[config.mk]
export PLATFORM = sky130hd
export DESIGN_NAME = dpg_grant
export DESIGN_NICKNAME = d
export VERILOG_FILES = /design/src/rtl/dpg_pkg.sv /design/src/rtl/dpg_timer.sv /design/src/rtl/dpg_grant.sv
export VERILOG_INCLUDE_DIRS = /design/src /design/src/rtl
export SDC_FILE = /design/constraint.sdc
export NUM_CORES = 1
export LEC_CHECK = 0
export ABC_AREA = 1
export BUFFER_PORTS_ARGS = -buffer_cell sky130_fd_sc_hd__buf_2
export CAP_MARGIN = 20
export CORE_MARGIN = 10
export CORE_UTILIZATION = 52
export CTS_CLUSTER_SIZE = 12
export DETAILED_ROUTE_END_ITERATION = 10
export GPL_TIMING_DRIVEN = 0
export HOLD_SLACK_MARGIN = 0.15
export PLACE_DENSITY_LB_ADDON = 0.3
export SLEW_MARGIN = 10
export SYNTH_ARGS = -nofsm -noshare
export SYNTH_HDL_FRONTEND = slang
export SYNTH_HIERARCHICAL = 1
export SYNTH_SLANG_ARGS = --single-unit
[constraint.sdc]
create_clock -name core_clk -period 5 [get_ports core_clk]
set_clock_uncertainty 0.1 [all_clocks]
set_input_delay 0.75 -clock core_clk [delete_from_list [all_inputs] [get_ports core_clk]]
set_output_delay 0.75 -clock core_clk [all_outputs]
set_load 0.02 [all_outputs]
[src/rtl/dpg_cfg.svh]
// Purpose: Constants for the dual-port DRAM grant logic.
// Assumes: One 10 MHz core clock.
// Notes: Times are in nanoseconds; cycle counts derive from them.
`ifndef DPG_CFG_SVH
`define DPG_CFG_SVH
`define DPG_CLK_PERIOD_NS 100
`define DPG_RAS_LOW_NS 300
`define DPG_RAS_CYCLES ((`DPG_RAS_LOW_NS + `DPG_CLK_PERIOD_NS - 1) / `DPG_CLK_PERIOD_NS)
`define DPG_PRECHG_NS 200
`define DPG_PRECHG_CYCLES ((`DPG_PRECHG_NS + `DPG_CLK_PERIOD_NS - 1) / `DPG_CLK_PERIOD_NS)
`define DPG_GRANT_RESET 1'b0
`endif

[src/rtl/dpg_pkg.sv]
// Purpose: Types for the dual-port DRAM grant logic.
// Assumes: Address widths fixed at eleven row, eleven column, two bank bits.
// Notes: Shared by the grant logic and the testbench; the timer does not use it.
package dpg_pkg;
  typedef struct packed {
    logic [10:0] row;
    logic [10:0] col;
    logic [1:0] bank;
  } dpg_addr_type;
  typedef enum logic [1:0] {
    DPG_IDLE,
    DPG_ACCESS,
    DPG_PRECHG
  } dpg_state_type;
  typedef enum logic [1:0] {
    DPG_OWNER_NONE,
    DPG_OWNER_A,
    DPG_OWNER_B,
    DPG_OWNER_REF
  } dpg_owner_type;
endpackage

[src/rtl/dpg_timer.sv]
// Purpose: Down counter timing the strobe-low and precharge phases.
// Assumes: Load and count are synchronous to core_clk.
// Notes: done is high in the cycle the count reaches one.
`timescale 1ns/1ps
`default_nettype none
module dpg_timer #(
  parameter int WIDTH = 4
) (
  input wire logic core_clk,
  input wire logic rst_n,
  input wire logic load,
  input wire logic [WIDTH-1:0] load_val,
  output logic done
);
  logic [WIDTH-1:0] cnt_r;
  always_ff @(posedge core_clk) begin
    if (!rst_n) begin
      cnt_r <= '0;
    end else if (load) begin
      cnt_r <= load_val;
    end else if (cnt_r != '0) begin
      cnt_r <= cnt_r - 1'b1;
    end
  end
  assign done = (cnt_r == {{(WIDTH-1){1'b0}}, 1'b1});
endmodule
`default_nettype wire

[src/rtl/dpg_grant.sv]
// Purpose: Second-port grant, strobe and early acknowledge of a dual-port DRAM controller.
// Assumes: All requests synchronous to core_clk; rst_n synchronous, active low.
// Notes: Second-port strobe is registered one cycle after the request edge when the array is free.
//
// Notes on behaviour
// - Second-port request captures row, column and bank and books a pending access.
// - Free array: second-port strobe asserts at the first possible moment.
// - Busy array: strobe asserts from a later rising clock edge when free.
// - Early acknowledge asserts together with the second-port strobe.
// - Grant high means second port owns array, low means first port.
// - Held lock by the granted port stalls the other port until released.
`timescale 1ns/1ps
`default_nettype none
`include "dpg_cfg.svh"
module dpg_grant #(
  parameter int RAS_CYCLES = `DPG_RAS_CYCLES,
  parameter int PRECHG_CYCLES = `DPG_PRECHG_CYCLES
) (
  input wire logic core_clk,
  input wire logic rst_n,
  input wire logic second_port_request,
  input wire dpg_pkg::dpg_addr_type second_addr,
  input wire logic first_port_request,
  input wire logic refresh_request,
  input wire logic lock,
  output logic second_port_owns_array,
  output logic second_port_early_ack,
  output logic ras_active,
  output logic first_port_ack,
  output logic refresh_ack,
  output dpg_pkg::dpg_addr_type latched_addr
);
  // ---------------------------------------------------------------
  // Request capture
  // ---------------------------------------------------------------
  logic pend_b_r;
  logic take_b;
  logic take_a;
  logic take_r;
  dpg_pkg::dpg_state_type state_r;
  dpg_pkg::dpg_owner_type owner_r;
  logic timer_done;
  logic timer_load;
  logic [3:0] timer_val;
  logic req_b_d_r;
  logic b_edge;

  assign b_edge = second_port_request && !req_b_d_r;

  always_ff @(posedge core_clk) begin
    if (!rst_n) begin
      req_b_d_r <= 1'b0;
    end else begin
      req_b_d_r <= second_port_request;
    end
  end

  always_ff @(posedge core_clk) begin
    if (!rst_n) begin
      latched_addr <= '0;
    end else if (b_edge) begin
      latched_addr <= second_addr;
    end
  end

  // An edge that is served in its own cycle is not booked a second time.
  // A request raised again while one is pending still counts as one access.
  always_ff @(posedge core_clk) begin
    if (!rst_n) begin
      pend_b_r <= 1'b0;
    end else if (b_edge && !take_b) begin
      pend_b_r <= 1'b1;
    end else if (take_b) begin
      pend_b_r <= 1'b0;
    end
  end

  // ---------------------------------------------------------------
  // Arbitration
  // ---------------------------------------------------------------
  logic lock_held_r;
  logic b_ready;
  logic a_ready;
  assign b_ready = pend_b_r || b_edge;
  assign a_ready = first_port_request && !(lock_held_r && second_port_owns_array);
  // Refresh first unless a lock is held, then the port holding the grant, so a pending lock is honoured.
  always_comb begin
    take_r = 1'b0;
    take_a = 1'b0;
    take_b = 1'b0;
    if (state_r == dpg_pkg::DPG_IDLE) begin
      if (refresh_request && !lock_held_r) begin
        take_r = 1'b1;
      end else if (second_port_owns_array && b_ready) begin
        take_b = 1'b1;
      end else if (a_ready && !(lock_held_r && second_port_owns_array)) begin
        take_a = 1'b1;
      end else if (b_ready && !(lock_held_r && !second_port_owns_array)) begin
        take_b = 1'b1;
      end
    end
  end

  // Lock is sampled from the port that holds the grant during its own accesses; in idle a dropped lock only clears.
  always_ff @(posedge core_clk) begin
    if (!rst_n) begin
      lock_held_r <= 1'b0;
    end else if (state_r != dpg_pkg::DPG_IDLE && owner_r != dpg_pkg::DPG_OWNER_REF) begin
      lock_held_r <= lock;
    end else if (state_r == dpg_pkg::DPG_IDLE && !lock) begin
      lock_held_r <= 1'b0;
    end
  end

  // ---------------------------------------------------------------
  // Access sequencer
  // ---------------------------------------------------------------
  always_comb begin
    timer_load = 1'b0;
    timer_val = 4'h0;
    if (take_a || take_b || take_r) begin
      timer_load = 1'b1;
      timer_val = 4'(RAS_CYCLES);
    end else if (state_r == dpg_pkg::DPG_ACCESS && timer_done) begin
      timer_load = 1'b1;
      timer_val = 4'(PRECHG_CYCLES);
    end
  end

  dpg_timer #(.WIDTH(4)) u_timer (
    .core_clk(core_clk),
    .rst_n(rst_n),
    .load(timer_load),
    .load_val(timer_val),
    .done(timer_done)
  );

  always_ff @(posedge core_clk) begin
    if (!rst_n) begin
      state_r <= dpg_pkg::DPG_IDLE;
    end else begin
      unique case (state_r)
        dpg_pkg::DPG_IDLE: begin
          if (take_a || take_b || take_r) begin
            state_r <= dpg_pkg::DPG_ACCESS;
          end
        end
        dpg_pkg::DPG_ACCESS: begin
          if (timer_done) begin
            state_r <= dpg_pkg::DPG_PRECHG;
          end
        end
        dpg_pkg::DPG_PRECHG: begin
          if (timer_done) begin
            state_r <= dpg_pkg::DPG_IDLE;
          end
        end
        default: begin
          state_r <= dpg_pkg::DPG_IDLE;
        end
      endcase
    end
  end

  always_ff @(posedge core_clk) begin
    if (!rst_n) begin
      owner_r <= dpg_pkg::DPG_OWNER_NONE;
    end else if (take_r) begin
      owner_r <= dpg_pkg::DPG_OWNER_REF;
    end else if (take_a) begin
      owner_r <= dpg_pkg::DPG_OWNER_A;
    end else if (take_b) begin
      owner_r <= dpg_pkg::DPG_OWNER_B;
    end
  end

  // Grant moves only at the start of a new access, from idle.
  always_ff @(posedge core_clk) begin
    if (!rst_n) begin
      second_port_owns_array <= `DPG_GRANT_RESET;
    end else if (take_b) begin
      second_port_owns_array <= 1'b1;
    end else if (take_a) begin
      second_port_owns_array <= 1'b0;
    end
  end

  // ---------------------------------------------------------------
  // Strobe and acknowledge outputs
  // ---------------------------------------------------------------
  logic strobe_nxt;
  assign strobe_nxt = (take_a || take_b || take_r) ||
                      (state_r == dpg_pkg::DPG_ACCESS && !timer_done);

  always_ff @(posedge core_clk) begin
    if (!rst_n) begin
      ras_active <= 1'b0;
      second_port_early_ack <= 1'b0;
      first_port_ack <= 1'b0;
      refresh_ack <= 1'b0;
    end else begin
      ras_active <= strobe_nxt;
      second_port_early_ack <= take_b ||
        (strobe_nxt && !take_a && !take_r && owner_r == dpg_pkg::DPG_OWNER_B);
      first_port_ack <= take_a;
      refresh_ack <= take_r;
    end
  end

  // ---------------------------------------------------------------
  // Checks
  // ---------------------------------------------------------------
  property p_capture;
    @(posedge core_clk) disable iff (!rst_n)
      b_edge |=> (latched_addr == $past(second_addr)) && (pend_b_r == !$past(take_b));
  endproperty
  a_capture: assert property (p_capture) else $error("address not captured");

  property p_free_start;
    @(posedge core_clk) disable iff (!rst_n)
      (b_edge && state_r == dpg_pkg::DPG_IDLE && !refresh_request && !lock_held_r &&
       !first_port_request) |=> ras_active && second_port_early_ack;
  endproperty
  a_free_start: assert property (p_free_start) else $error("free access not started");

  property p_busy_wait;
    @(posedge core_clk) disable iff (!rst_n)
      (pend_b_r && state_r == dpg_pkg::DPG_PRECHG && !lock_held_r && !refresh_request &&
       !first_port_request) |-> ##[1:12] second_port_early_ack;
  endproperty
  a_busy_wait: assert property (p_busy_wait) else $error("delayed access never served");

  property p_ack_with_ras;
    @(posedge core_clk) disable iff (!rst_n)
      second_port_early_ack |-> ras_active && second_port_owns_array;
  endproperty
  a_ack_with_ras: assert property (p_ack_with_ras) else $error("ack without strobe");

  property p_grant_meaning;
    @(posedge core_clk) disable iff (!rst_n)
      first_port_ack |-> !second_port_owns_array;
  endproperty
  a_grant_meaning: assert property (p_grant_meaning) else $error("grant wrong for first port");

  property p_lock_holds;
    @(posedge core_clk) disable iff (!rst_n)
      (lock_held_r && second_port_owns_array) |=> !first_port_ack;
  endproperty
  a_lock_holds: assert property (p_lock_holds) else $error("lock not honoured");

  property p_grant_stable;
    @(posedge core_clk) disable iff (!rst_n)
      (ras_active && $past(ras_active)) |-> $stable(second_port_owns_array);
  endproperty
  a_grant_stable: assert property (p_grant_stable) else $error("grant moved mid access");

  property p_one_at_a_time;
    @(posedge core_clk) disable iff (!rst_n)
      $onehot0({first_port_ack, refresh_ack, second_port_early_ack && $rose(ras_active)});
  endproperty
  a_one_at_a_time: assert property (p_one_at_a_time) else $error("two accesses at once");

  c_b_access: cover property (@(posedge core_clk) disable iff (!rst_n)
    b_edge ##1 second_port_early_ack);
  c_a_access: cover property (@(posedge core_clk) disable iff (!rst_n) first_port_ack);
  c_refresh: cover property (@(posedge core_clk) disable iff (!rst_n) refresh_ack);
  c_locked: cover property (@(posedge core_clk) disable iff (!rst_n)
    lock_held_r && first_port_request && second_port_owns_array);
endmodule
`default_nettype wire

# Yosys cells after proc, flatten, opt, wreduce, memory -nomap -nowiden
# Cells that the tools add are included.
# W data, S select, Z words.
# word_totals
reg_bits	40
word_cells	93
# op_classes
add_sub_neg	1
eq_ne	8
muxes	30
reduce_logical	40
# op_table
op	count
$mux W1	19
$logic_and A1 B1 Y1	16
$mux W2	8
$logic_not A1 Y1	10
$reduce_bool A2 Y1	5
$mux W4	2
$ne A2 B2 Y1 const B	3
$pmux W2 S3	1
$logic_or A1 B1 Y1	5
$eq A2 B2 Y1 const B	2
$eq A4 B1 Y1 const B	1
$reduce_bool A4 Y1	1
$sub A4 B1 Y4 const B	1
$reduce_and A3 Y1	1
$reduce_bool A3 Y1	1
$eq A2 B1 Y1 const B	1
$logic_not A2 Y1	1
$ne A2 B1 Y1 const B	1

# Depth between registers and ports, before layout
# logic_depth
depth_word	16
ltp_mapped	10

# Cells and area by module
# Netlist, hierarchy kept.
# modules_own_cells
module	n_inst	cells_per_inst	area_per_inst_um2	seq_area_each_um2
dpg_grant	1	171	1386.3	720.7
dpg_timer	1	41	276.5	80.1

# Least setup slack after synthesis
# OpenSTA, ideal clock, no wires.
# synth_timing
kind	input to register
from	in first_port_request
to	reg u_timer.cnt_r[3]
arrival_ns	1.672
slack_ns	3.117
path_stages	7
path_buffers	0
cell_sequence	o21ai_1 nand3_4 nand4_1 inv_2 or2_0 nand3_1 nor2_1
# synth_via
elab_chain_len	10
word_cells_on_any_way	15
# synth_lines
element	line	source
from (decl)	dpg_grant.sv:23	input wire logic first_port_request,
$logic_and A1 B1 Y1 (*)	dpg_grant.sv:85	assign a_ready = first_port_request && !(lock_held_r && second_port_owns_array);
$logic_and A1 B1 Y1 (*)	dpg_grant.sv:96	end else if (a_ready && !(lock_held_r && second_port_owns_array)) begin
$mux W1	dpg_grant.sv:96	
$mux W1	dpg_grant.sv:94	end else if (second_port_owns_array && b_ready) begin
$mux W1	dpg_grant.sv:92	if (refresh_request && !lock_held_r) begin
$mux W1	dpg_grant.sv:91	if (state_r == dpg_pkg::DPG_IDLE) begin
$logic_or A1 B1 Y1 (*) (2 in a row)	dpg_grant.sv:121	if (take_a || take_b || take_r) begin
$mux W1 (*)	dpg_grant.sv:121	
via timer_load	dpg_grant.sv:43	logic timer_load;
$mux W4 or $reduce_bool A2 Y1 (tied branches)	-	
to (signal assigned)	dpg_timer.sv:20	cnt_r <= load_val;
to (signal assigned)	dpg_timer.sv:22	cnt_r <= cnt_r - 1'b1;
to (decl)	dpg_timer.sv:15	logic [WIDTH-1:0] cnt_r;
# Mark *: on every way through the listed nets, which the timed path passes. The rest lies on a longest branch.
# A chain may end at the register's enable or synchronous reset.

# Final worst setup path
# layout_timing
from	reg u_timer.cnt_r[1]
to	reg u_timer.cnt_r[3]
# layout_via
elab_chain_len	5
word_cells_on_any_way	9
# layout_lines
element	line	source
$eq A4 B1 Y1 (*)	dpg_timer.sv:25	assign done = (cnt_r == {{(WIDTH-1){1'b0}}, 1'b1});
via timer_done	dpg_grant.sv:42	logic timer_done;
$logic_and A1 B1 Y1 (*)	dpg_grant.sv:124	end else if (state_r == dpg_pkg::DPG_ACCESS && timer_done) begin
$mux W1 (*)	dpg_grant.sv:124	
$mux W1 (*)	dpg_grant.sv:121	
via timer_load	dpg_grant.sv:43	
$mux W4 or $reduce_bool A2 Y1 (tied branches)	-	
# Mark *: on every way through the listed nets, which the timed path passes. The rest lies on a longest branch. The select of a mux whose other input is x is not followed.

==> impl_summary.md <==
Drt
The starting DRC count in detailed routing is 62. The routed wire length on met3 is 318 um. The detailed router put a total of around 1700 um of wire on met1. After detailed routing, the met2 layer carries 1780 um of wire. The final layout contains routed wiring with a total length of between 3000 and 4000 um.

The DRC violation count after routing is 0. The iteration count of the initial detailed-routing pass is 4. The via total after detailed routing is 1537. Dividing the detail-routed via count by the number of cells gives ~4.8.

Routed signal wires occupy layers up through met4. The post-detailed-route wirelength per cell is between 10 and 15 um. The count of nets left with antenna violations once routing finished came out at 0.

Yosys
Summing every instance area after synthesis gives approximately 0.0017 mm2. The share of the Yosys chip area taken by registers is 0.482. After synthesis the netlist holds a flip-flop and latch count of 40.

Ranked by total cell area, the synthesized netlist is headed by sky130_fd_sc_hd__dfxtp_1 (48%), sky130_fd_sc_hd__nor2_1 (12%), sky130_fd_sc_hd__o21ai_0 (6.9%), sky130_fd_sc_hd__inv_1 (4.1%), sky130_fd_sc_hd__nand2_1 (3.6%). The leading area contributor after synthesis is sky130_fd_sc_hd__dfxtp_1. The instance count of the mapped netlist is 212. After synthesis, the mean cell area works out to 7.84 um2. The top-area cell type share of the netlist area is 0.482. Synthesis instantiated 29 different standard cells from the library. The number of warning messages in the yosys log is 6.

Timing
After layout, the minimum clock period comes to between 1.5 and 2 ns. The number of failing hold endpoints at the final stage came to 0. The number of pins exceeding their max-slew limit in the final report is 0. The sum of negative setup slack is 0 ns. Of the available clock period, the critical path in the final layout requires 0.370.

The total setup violations reported at the end of the flow is 0. The maximum clock frequency is approximately 540 MHz. Setup repair after global routing left no endpoint under its margin.

Worst hold path
The worst-case hold path end point is latched_addr[21]$_SDFFE_PN0P_. In this run the worst hold path is classified as register to register. In this run the most critical hold path is launched from latched_addr[21]$_SDFFE_PN0P_. Along the worst hold path, the cell count comes to 2.

Die
In this run the vertical extent of the chip is approximately 77 um. The initial core utilization is 0.545. The die outline area is roughly 0.0059 mm2. The floorplan step defined a core boundary enclosing around 0.0031 mm2.

The count of boundary I/O pins is 59. The width of the chip is 76.6 um. The row count is 20.

Clocking
The clock drives 40 sinks. The total CTS buffers is 5. The clock tree from TritonCTS is built.

Post-CTS timing repair inserted 0 buffers for setup. The clock passes through at most 2 buffers. The cell sitting at the root of the clock tree is a sky130_fd_sc_hd__clkbuf_4. The number of levels in the clock H-tree is 2. In this run, post-CTS repair resized a total of 0 instances. The number of hold buffers added after CTS is 0.

The clock-pin slew of the registers on the worst-case setup and hold paths is between 0.1 and 0.15 ns. The clock latency on the worst-skew pair is 0.35 ns.

Global routing
The initial antenna violation count is 0. The total global routing track utilization is 0.136. The first-pass GRT wire length is 6690 um. The aggregate global routing overflow is 0.

The number of global-route vias before repair came to about 1500. Entering global routing, the biggest net connects 13 pins.

Critical path
The start of the worst register-to-register path is u_timer/cnt_r[1]$_SDFFE_PN0P_. The setup check on the worst reg-to-reg path leaves a slack of 3.15 ns. The critical path launch point is u_timer/cnt_r[1]$_SDFFE_PN0P_. The depth of the worst register-to-register path is 9. The peak fanout along the critical path is 7.

The required arrival time at the worst endpoint is ~5 ns. STA classifies the critical path endpoint as a register. The worst endpoint data arrival time is between 2 and 2.5 ns. The critical path class is register to register.

The element type at the critical path start is a register. The capturing point of the worst reg2reg path is u_timer/cnt_r[3]$_SDFFE_PN0P_.

Power
The worst-case vdd ir drop is about 0.26 mV. Dividing total power by cell area gives a power density of around 400 mW/mm2. The total power of the final layout is 833 uW. In this run the static leakage power is between 1 and 1.5 nW.

Placement
The HPWL after detailed placement is between 3000 and 4000 um. At the end of routability-driven placement, the weighted congestion stood at 0.861. The count of buffers added on input and output ports is 58.

Final layout
The area growth from synthesis to layout is 24.7%. The layout net count is around 310. The number of diodes added for antenna fixing is 0.

The ratio of cells with drive above 1 in the final layout is 0.333.

Run
Across the run, the number of max-cap violations was 0.

Run status
The run finished with clean final reports.
## metrics by stage
step,hold slack (ns),utilization,cells,worst slack (ns),area [um2]
floorplan,0.344,-,213,3.12,1670
global placement,0.356,0.659,315,2.89,2010
detailed placement,0.367,0.659,315,2.87,2010
CTS,0.391,0.679,323,3.14,2070
global route,0.408,0.679,323,2.92,2070
finish,0.391,0.679,323,3.15,2070
## synthesized netlist by cell type (all sizes together)
master and number:
buf 5, clkbuf 2, nand3 10, o41ai 1, or2 1, dfxtp 40
a21oi 5, a31oi 2, a211oi 1, conb 1, nand4 5, nor3b 1
inv 23, o21ai 31, ha 3, nor2 59, nand2 22
## sequential cells by signal (all words and copies together) (netlist names)
register,count
first_port_ack,1
latched_addr,24
lock_held_r,1
owner_r,2
pend_b_r,1
ras_active,1
refresh_ack,1
req_b_d_r,1
second_port_early_ack,1
second_port_owns_array,1
state_r,2
u_timer/cnt_r,4
## worst max-delay path, stage by stage (launching register included)
cell and delay [ns]:
sky130_fd_sc_hd__dfxtp_1 0.35, sky130_fd_sc_hd__inv_1 0.11, sky130_fd_sc_hd__ha_1 0.15, sky130_fd_sc_hd__nor3b_1 0.27, sky130_fd_sc_hd__nand3_1 0.15, sky130_fd_sc_hd__nand4_1 0.21
sky130_fd_sc_hd__inv_2 0.11, sky130_fd_sc_hd__or2_0 0.21, sky130_fd_sc_hd__nand3_1 0.08, sky130_fd_sc_hd__nor2_1 0.04
## final cells by class
| class | instances | area [um2] |
|---|---|---|
| fill | 280 | 980 |
| sequential | 40 | 801 |
| multi-input combinational | 143 | 738 |
| timing repair buffer | 58 | 290 |
| inverter | 23 | 86.3 |
| tap | 44 | 55.1 |
| clock buffer | 6 | 51.3 |
| buffer | 7 | 41.3 |
| clock inverter | 2 | 10.0 |
## routing by layer
layer / track usage / vias to the layer above
li1: - / 808
met1: 0.155 / 676
met2: 0.217 / 45
met3: 0.0519 / 8
met4: 0.0725 / 0
met5: 0 / -
## worst max path at each step
stage                                    endpoint  slack [ns]  depth (start not counted)
finish              u_timer/cnt_r[3]$_SDFFE_PN0P_        3.15                          9
global route        u_timer/cnt_r[3]$_SDFFE_PN0P_        2.92                          9
CTS                 u_timer/cnt_r[3]$_SDFFE_PN0P_        3.14                          9
detailed placement  u_timer/cnt_r[1]$_SDFFE_PN0P_        2.87                          9
global placement    u_timer/cnt_r[1]$_SDFFE_PN0P_        2.89                          9
floorplan           u_timer/cnt_r[3]$_SDFFE_PN0P_        3.12                          7
## power breakdown
group          internal (mW)  switching, mW  total, mW
combinational          0.100          0.167      0.268
sequential             0.363         0.0322      0.395
clock                 0.0669          0.103      0.170
## cell families (layout without fill, tap and decap cells)
| family | Yosys count | in the layout | share of synthesized area |
|---|---|---|---|
| AND/OR/NAND/NOR | 98 | 98 | 0.289 |
| AO/OA/AOI/OAI | 40 | 40 | 0.128 |
| flip-flops | 40 | 40 | 0.482 |
| buffers and inverters | 30 | 96 | 0.0767 |
| adder cells (fa/ha/maj) | 3 | 3 | 0.0226 |
| other | 1 | 2 | 0.00226 |
## placed cells by master (no fill, tap or decap), drive strengths merged
cell type / instances
clkbuf: 8
o21ai: 31
buf: 63
nand2: 22
nor3b: 1
conb: 2
o41ai: 1
nand3: 10
nor2: 59
nand4: 5
a211oi: 1
dfxtp: 40
or2: 1
ha: 3
a21oi: 5
a31oi: 2
clkinv: 2
inv: 23
Note: power is estimated with default switching activity, not from simulation.
